### src/afeics_pkg.sv
// Package for the input channel select block: register map, fields, types
package afeics_pkg;

	// ==========================================================
	// Register map (byte addresses on the register port)
	localparam logic [7:0] AFEICS_ADDR_MUXCFG = 8'h0c;
	localparam logic [7:0] AFEICS_ADDR_ZCFG = 8'h10;
	localparam logic [7:0] AFEICS_ADDR_STATUS = 8'h14;

	// ==========================================================
	// Field positions
	localparam int AFEICS_MUX_SEL_LO = 0;
	localparam int AFEICS_MUX_AUX_BIT = 2;
	localparam int AFEICS_MUX_SRC_BIT = 3;
	localparam int AFEICS_Z_HIGH_BIT = 0;
	localparam int AFEICS_ST_CHAN_LO = 0;
	localparam int AFEICS_ST_ZHIGH_BIT = 5;
	localparam int AFEICS_ST_TUNE_BIT = 6;
	localparam int AFEICS_ST_VALID_BIT = 7;

	// ==========================================================
	// Reset values
	localparam logic [3:0] AFEICS_MUXCFG_RST = 4'h0;
	localparam logic AFEICS_ZCFG_RST = 1'b0;
	localparam logic AFEICS_FLAG_RST = 1'b0;
	localparam logic [11:0] AFEICS_SAMPLE_RST = 12'h000;
	localparam logic [7:0] AFEICS_RDATA_ZERO = 8'h00;

	// ==========================================================
	// Widths
	localparam int AFEICS_SAMPLE_W = 12;
	localparam int AFEICS_NUM_CH = 5;

	// One-hot channel codes: A, B, C, D, auxiliary
	typedef enum logic [4:0] {
		AFEICS_CH_A = 5'h01,
		AFEICS_CH_B = 5'h02,
		AFEICS_CH_C = 5'h04,
		AFEICS_CH_D = 5'h08,
		AFEICS_CH_AUX = 5'h10
	} afeics_chan_t;

	// Channel request as presented by pins or register
	typedef struct packed {
		logic aux;
		logic [1:0] sel;
	} afeics_req_t;

	// Register port request
	typedef struct packed {
		logic wr;
		logic rd;
		logic [7:0] addr;
		logic [7:0] wdata;
	} afeics_bus_t;

endpackage

### src/afeics_decode.sv
// Channel request decoder: aux/select code to one-hot channel
`timescale 1ns/1ps
`default_nettype none
module afeics_decode
	import afeics_pkg::*;
(
	// Request in
	input wire afeics_req_t i_req,
	// One-hot channel out
	output var afeics_chan_t o_chan
);

	// ==========================================================
	// Decode
	// Aux wins over the select code
	// aux then code
	always_comb begin
		if (i_req.aux) begin
			o_chan = AFEICS_CH_AUX;
		end else begin
			case (i_req.sel)
				2'h0: o_chan = AFEICS_CH_A;
				2'h1: o_chan = AFEICS_CH_B;
				2'h2: o_chan = AFEICS_CH_C;
				2'h3: o_chan = AFEICS_CH_D;
				default: o_chan = AFEICS_CH_A;
			endcase
		end
	end

endmodule
`default_nettype wire

### src/afeics_top.sv
// Input channel select, impedance select and sample output logic
//
// Behaviour
// - Aux high picks the auxiliary channel, else codes 00..11 pick A..D.
// - Exactly one of the channels is connected to the signal chain at once.
// - After reset the select pins steer the channel until software opts in.
// - Bit 3 of register 0x0c picks register or pin channel control.
// - Low or high input impedance is chosen by register or by the pin.
// - Each result drives twelve lines, line 11 the MSB and line 0 the LSB.
// - Impedance pin high forces the high setting, low lets the register rule.
// - During filter tuning channels A to D are unusable, aux stays usable.
//
// The register offsets and strobed register access were decided locally.
`timescale 1ns/1ps
`default_nettype none
module afeics_top
	import afeics_pkg::*;
(
	// Clock and reset
	input wire logic I_CORE_CLK,
	input wire logic I_RSTN,
	// Channel select pins
	input wire logic I_AUX_SELECT,
	input wire logic [1:0] I_CHANNEL_SELECT,
	input wire logic I_IMPEDANCE_SELECT_PIN,
	// Filter tuning status
	input wire logic I_TUNE_BUSY,
	// Converter result
	input wire logic [11:0] I_CONV_DATA,
	input wire logic I_CONV_VALID,
	// Register port
	input wire logic [7:0] I_REG_ADDR,
	input wire logic [7:0] I_REG_WDATA,
	input wire logic I_REG_WR,
	input wire logic I_REG_RD,
	output logic [7:0] O_REG_RDATA,
	// Analog control
	output logic [4:0] O_CHAN_ONEHOT,
	output logic O_IMPEDANCE_HIGH,
	output logic O_CHAN_USABLE,
	// Sample output lines
	output logic [11:0] O_SAMPLE_OUT,
	output logic O_SAMPLE_VALID
);

	// ==========================================================
	// Register storage
	logic [3:0] mux_cfg;
	logic z_cfg;
	afeics_bus_t bus;
	afeics_req_t pin_req;
	afeics_req_t reg_req;
	afeics_req_t next_req;
	afeics_chan_t next_chan;
	afeics_chan_t chan;
	logic next_z;
	logic next_usable;

	// Bundle the register port
	assign bus = '{wr: I_REG_WR, rd: I_REG_RD, addr: I_REG_ADDR,
		wdata: I_REG_WDATA};

	// Channel configuration writes
	// select, aux and source bit storage
	always_ff @(posedge I_CORE_CLK or negedge I_RSTN) begin
		if (!I_RSTN) begin
			mux_cfg <= AFEICS_MUXCFG_RST;
		end else if (bus.wr && bus.addr == AFEICS_ADDR_MUXCFG) begin
			mux_cfg <= bus.wdata[AFEICS_MUX_SRC_BIT:AFEICS_MUX_SEL_LO];
		end
	end

	// Impedance register
	// register setting
	always_ff @(posedge I_CORE_CLK or negedge I_RSTN) begin
		if (!I_RSTN) begin
			z_cfg <= AFEICS_ZCFG_RST;
		end else if (bus.wr && bus.addr == AFEICS_ADDR_ZCFG) begin
			z_cfg <= bus.wdata[AFEICS_Z_HIGH_BIT];
		end
	end

	// ==========================================================
	// Channel resolution
	assign pin_req = '{aux: I_AUX_SELECT, sel: I_CHANNEL_SELECT};
	assign reg_req = '{aux: mux_cfg[AFEICS_MUX_AUX_BIT],
		sel: mux_cfg[AFEICS_MUX_AUX_BIT-1:AFEICS_MUX_SEL_LO]};

	// Pick the request source
	// source select
	always_comb begin
		if (mux_cfg[AFEICS_MUX_SRC_BIT]) begin
			next_req = reg_req;
		end else begin
			next_req = pin_req;
		end
	end

	// One decoder shared by both sources
	afeics_decode u_decode (
		.i_req(next_req),
		.o_chan(next_chan)
	);

	// Registered one-hot select, so the analog switch never sees a mix
	// of two codes mid-cycle
	// registered select
	always_ff @(posedge I_CORE_CLK or negedge I_RSTN) begin
		if (!I_RSTN) begin
			chan <= AFEICS_CH_A;
		end else begin
			case (next_chan)
				AFEICS_CH_A, AFEICS_CH_B, AFEICS_CH_C, AFEICS_CH_D,
				AFEICS_CH_AUX: chan <= next_chan;
				default: chan <= AFEICS_CH_A;
			endcase
		end
	end
	assign O_CHAN_ONEHOT = chan;

	// ==========================================================
	// Impedance resolution
	// pin overrides register
	assign next_z = I_IMPEDANCE_SELECT_PIN | z_cfg;

	// Registered impedance select
	// active setting
	always_ff @(posedge I_CORE_CLK or negedge I_RSTN) begin
		if (!I_RSTN) begin
			O_IMPEDANCE_HIGH <= AFEICS_ZCFG_RST;
		end else begin
			O_IMPEDANCE_HIGH <= next_z;
		end
	end

	// ==========================================================
	// Tuning guard
	// Mux channels share the tuned filter, aux bypasses it
	// tuning blocks A to D
	assign next_usable = !I_TUNE_BUSY || (next_chan == AFEICS_CH_AUX);

	// Usable flag follows the same timing as the select
	always_ff @(posedge I_CORE_CLK or negedge I_RSTN) begin
		if (!I_RSTN) begin
			O_CHAN_USABLE <= AFEICS_FLAG_RST;
		end else begin
			O_CHAN_USABLE <= next_usable;
		end
	end

	// ==========================================================
	// Sample output
	// Bits keep their order: result MSB to line 11, LSB to line 0
	// twelve lines
	always_ff @(posedge I_CORE_CLK or negedge I_RSTN) begin
		if (!I_RSTN) begin
			O_SAMPLE_OUT <= AFEICS_SAMPLE_RST;
			O_SAMPLE_VALID <= AFEICS_FLAG_RST;
		end else begin
			O_SAMPLE_VALID <= I_CONV_VALID;
			if (I_CONV_VALID) begin
				O_SAMPLE_OUT <= I_CONV_DATA[AFEICS_SAMPLE_W-1:0];
			end
		end
	end

	// ==========================================================
	// Register read port
	// Unmapped addresses read as zero; reads have no side effects
	always_ff @(posedge I_CORE_CLK or negedge I_RSTN) begin
		if (!I_RSTN) begin
			O_REG_RDATA <= AFEICS_RDATA_ZERO;
		end else if (bus.rd) begin
			case (bus.addr)
				AFEICS_ADDR_MUXCFG: O_REG_RDATA <= {4'h0, mux_cfg};
				AFEICS_ADDR_ZCFG: O_REG_RDATA <= {7'h00, z_cfg};
				AFEICS_ADDR_STATUS: O_REG_RDATA <= {O_SAMPLE_VALID,
					I_TUNE_BUSY, O_IMPEDANCE_HIGH, chan};
				default: O_REG_RDATA <= AFEICS_RDATA_ZERO;
			endcase
		end else begin
			O_REG_RDATA <= AFEICS_RDATA_ZERO;
		end
	end

endmodule
`default_nettype wire

### config.mk
export PLATFORM = sky130hd
export DESIGN_NAME = afeics_top
export DESIGN_NICKNAME = d
export VERILOG_FILES = /design/src/afeics_pkg.sv /design/src/afeics_decode.sv /design/src/afeics_top.sv
export SDC_FILE = /design/constraint.sdc
export NUM_CORES = 1
export LEC_CHECK = 0
export BUFFER_PORTS_ARGS = -buffer_cell sky130_fd_sc_hd__buf_2
export CORE_MARGIN = 1
export CORE_UTILIZATION = 40
export DETAILED_ROUTE_END_ITERATION = 8
export MAX_ROUTING_LAYER = met4
export PLACE_DENSITY = 0.81
export SLEW_MARGIN = 20
export SYNTH_ARGS = -nofsm -noshare
export SYNTH_HDL_FRONTEND = slang
export SYNTH_HIERARCHICAL = 1
export SYNTH_SLANG_ARGS = --single-unit
### constraint.sdc
create_clock -name I_CORE_CLK -period 1.8 [get_ports I_CORE_CLK]
set_input_delay 0.09 -clock I_CORE_CLK [delete_from_list [all_inputs] [get_ports I_CORE_CLK]]
set_output_delay 0.09 -clock I_CORE_CLK [all_outputs]
set_load 0.005 [all_outputs]
==> flow_results.org <==
** Outcome
- Outcome :: finished clean

** Clock tree
- CTS placed an instance of sky130_fd_sc_hd__clkbuf_4 at the clock tree root.
- The H-tree was split into 2 levels.
- Clock-pin slew of the registers on the worst-case setup and hold paths :: 100 ps
- TritonCTS built the clock tree.
- In this run, CTS created clock tree buffers numbering 5.
- The longest clock path from root to sink contains 2 buffers.
- The clock net in this run drives a total of 33 sinks.
- Skew-Pair Late Insertion Delay :: 330 ps

** GRT
- The first global-routing pass estimated 4.42 mm of wire.
- Largest net degree at the start of global routing :: 34
- Number of global-route vias before repair :: 1074
- For this run, the total global-route usage over all layers was measured as 0.179.
- Remaining Overflow, GRT :: 0
- The initial antenna violation count is 0.

** Yosys
- Commonest cells in the synthesized netlist :: sky130_fd_sc_hd__dfrtp_1 (32), sky130_fd_sc_hd__mux2_2 (21), sky130_fd_sc_hd__nor2_1 (6)
- Number of enable flip-flop cells after synthesis :: 0
- Syn Std Cell Area :: 1350 um2
- Synth Register Bits :: 33
- Main area contributors after synthesis :: sky130_fd_sc_hd__dfrtp_1 (59%), sky130_fd_sc_hd__mux2_2 (18%), sky130_fd_sc_hd__dfstp_2 (1.9%), sky130_fd_sc_hd__and3_1 (1.9%), sky130_fd_sc_hd__nor2b_1 (1.9%)
- Post-synth ARST share :: 1.00
- In this run the mean area of a mapped cell was 13.9 um2.
- Area share of the largest cell type after synthesis :: 0.594
- Total of warnings raised by yosys :: 6
- Dominant cell type by area after synthesis :: sky130_fd_sc_hd__dfrtp_1
- Count of distinct cell types in the synthesized netlist :: 27
- For this run, the register share of the synthesized area comes to 0.614.
- In the synthesized netlist the dominant register cell turns out to be sky130_fd_sc_hd__dfrtp_1.
- Number of instances in the synthesized netlist :: 97
- Most common cell in the synthesized netlist :: sky130_fd_sc_hd__dfrtp_1
- The number of nets in the synthesized netlist is 135.

** Setup path
- Arr. time, crit path :: 2050 ps
- On the worst path, the slowest cell contributes a delay of 430 ps.
- STA classifies the critical path endpoint as a flip-flop.
- STA puts the critical path data required time at 2070 ps.
- For this design, the slowest cell found on the critical path is sky130_fd_sc_hd__dfrtp_1.
- Startpoint class of the critical path :: flip-flop
- Walking the worst path, the cells encountered are mux2_2, nor3b_1, o21ai_0, a221o_1.
- CP Max Fanout :: 7
- Kind of critical path :: flip-flop to flip-flop

** STA
- The hold violation total from the final report was 0.
- Setup repair after global routing missed its margin :: true
- Worst relative slew slack :: 0.541
- Measured slew at the worst slew-check pin :: 689 ps
- Number of max-slew violations in the final report :: 0
- Setup violations remaining at the end of the flow were counted as 0.
- Worst path setup slack after routing :: 18.8 ps
- The worst path in the final design needs a cycle of 1780 ps, including I/O delays and setup.
- The tightest hold path in the finished design has a slack of 17.7 ps.
- Peak Freq :: 561 MHz
- Post-route fraction of the period consumed by the critical path :: 0.990
- Final clock skew :: 9.17 ps

** Drt
- Wire length per cell :: 12.7 um
- Via count :: 1129
- Per-cell via count in the routed design :: 4.89
- Iteration-0 DRC count of the detailed router :: 46
- For this run, design rule violations remaining after detail routing come to 0.
- The final layout contains routed wiring with a total length of 2.94 mm.
- The first detailed-routing pass took 4 iterations.
- The detail route stage leaves a number of antenna-violating nets equal to 0.

** Finish
- Synthesis-to-finish area growth :: 48.7%
- Measured on the finished design, the core utilization comes to 0.640.
- Final-stage net count :: 224
- Multi-input gate area :: 512 um2
- Final antenna diode count :: 0
- Fraction of final layout cells with drive strength greater than 1 :: 0.545
- Final-layout fill cell count :: 248
- After the flow finishes, the layout carries non-filler instances totaling 231.
- Across the whole layout, storage elements account for 827 um2.

** Min path
- Min-Delay Path Class :: primary input to flip-flop

** Placement
- The number of placed instances, taps included, is 203.
- Detailed placement ended at an HPWL of 2.00 mm.
- Number of I/O port buffers :: 61
- At the end of routability-driven placement, the weighted congestion stood at 0.798.
- Before CTS, the worst setup slack after placement is 48.2 ps.

** Floorplan
- The die is 60.0 um tall.
- Standard-cell row count :: 20
- The die is 60.0 um wide.
- The total area inside the core boundary comes to 3130 um2.
- The floorplan step defined a die boundary enclosing 3600 um2.
- I/O pin count :: 66
- For this configuration, the core starts out at a cell density of 0.431.

** Power
- Summing internal, switching and leakage power gives 1.56 mW.
- Worst vdd ir :: 0.449 mV
- PD cells :: 777 nW/um2
- Static Leakage :: 1.01 nW

** Flow run
- Max-cap violations in this run came to 0.
[cell families after synthesis]
logic type             after synthesis  synth area share
DFF                                 33             0.614
and+or+nand+nor                     33             0.159
muxes                               21             0.175
AOI/OAI and AO/OA                    7            0.0399
buffers and inverters                3            0.0121
[critical path: cells and delay by family (launching register included)]
family / cells / cell delay [ps]
compound gates: 2 / 500
flops: 1 / 430
mux: 1 / 430
simple gates: 1 / 370
[stage by stage]
step,cell area (um2),setup TNS [ps]
2_1_floorplan,1350,0
3_3_place_gp,1720,0
3_5_place_dp,1720,0
4_1_cts,1990,0
5_1_grt,2000,-33.9
6_report,2000,0
[what timing repair did]
| action | in CTS | in global routing |
|---|---|---|
| resized for setup | 0 | 2 |
| hold buffers | 19 | 0 |
| endpoints found under the hold margin | 50 | 0 |
| setup endpoints to repair | 0 | 2 |
| setup buffers | 0 | 1 |
[registers in the layout, summed over array words and instances (netlist names)]
register and flops:
O_SAMPLE_OUT 12, O_REG_RDATA 8, O_CHAN_ONEHOT 5, mux_cfg 4, O_CHAN_USABLE 1, O_IMPEDANCE_HIGH 1, O_SAMPLE_VALID 1, z_cfg 1
[placed cells by master, fill, tap and decap left out, drive strengths merged]
cell type,Yosys,final
nand2,2,2
a221o,1,1
nand3b,1,1
nor2b,4,4
nor4,3,3
nor2,6,6
and3b,1,1
nand4b,1,1
buf,2,66
nor3b,2,2
o21ai,1,1
dlygate4sd3,0,19
dfstp,1,1
mux2,21,21
bufinv,0,1
a32oi,1,1
clkbuf,1,6
and4,1,1
or2,1,1
dfrtp,32,32
nor3,2,2
nand2b,3,3
and3,5,5
a21o,1,1
clkinv,0,1
a22oi,3,3
nand3,1,1
[path summary, 6_finish.rpt]
kind                                    from          endpoint  slack [ps]  depth (start not counted)
max in group asynchronous             I_RSTN    O_REG_RDATA[0]        1010                          2
worst max-delay path              mux_cfg[3]  O_CHAN_ONEHOT[0]          20                          4
worst min register to register         z_cfg  O_IMPEDANCE_HIGH         500                          1
worst max register to register    mux_cfg[3]  O_CHAN_ONEHOT[0]          20                          4
worst min-delay path            I_CONV_VALID    O_SAMPLE_VALID          20                          1
min in group asynchronous             I_RSTN   O_SAMPLE_OUT[2]         340                          2
[area by class of cell]
| class | count | area share |
|---|---|---|
| repair buffers | 85 | 0.266 |
| well taps | 44 | 0.0275 |
| clock inverters | 2 | 0.0175 |
| multi-input cells | 61 | 0.255 |
| clock buffers | 6 | 0.0206 |
| flip-flops and latches | 33 | 0.413 |
[where the power goes]
group          leakage [nW]  internal [mW]  total [mW]  switching (mW)
Sequential            0.420          0.785       0.808          0.0229
Clock                0.0422          0.291       0.527           0.236
Combinational         0.547          0.132       0.222          0.0903
Total                  1.01           1.21        1.56           0.349
[per-layer routing]
| layer | part of all wire | wire [um] | up-vias | GRT usage |
|---|---|---|---|---|
| li1 | - | - | 529 | - |
| met1 | 0.40 | 1190 | 543 | 0.183 |
| met2 | 0.50 | 1470 | 51 | 0.316 |
| met3 | 0.079 | 232 | 6 | 0.0519 |
| met4 | 0.016 | 46 | 0 | 0.0797 |
| met5 | 0 | 0 | - | - |
Note: power is estimated with default switching activity, not from simulation.
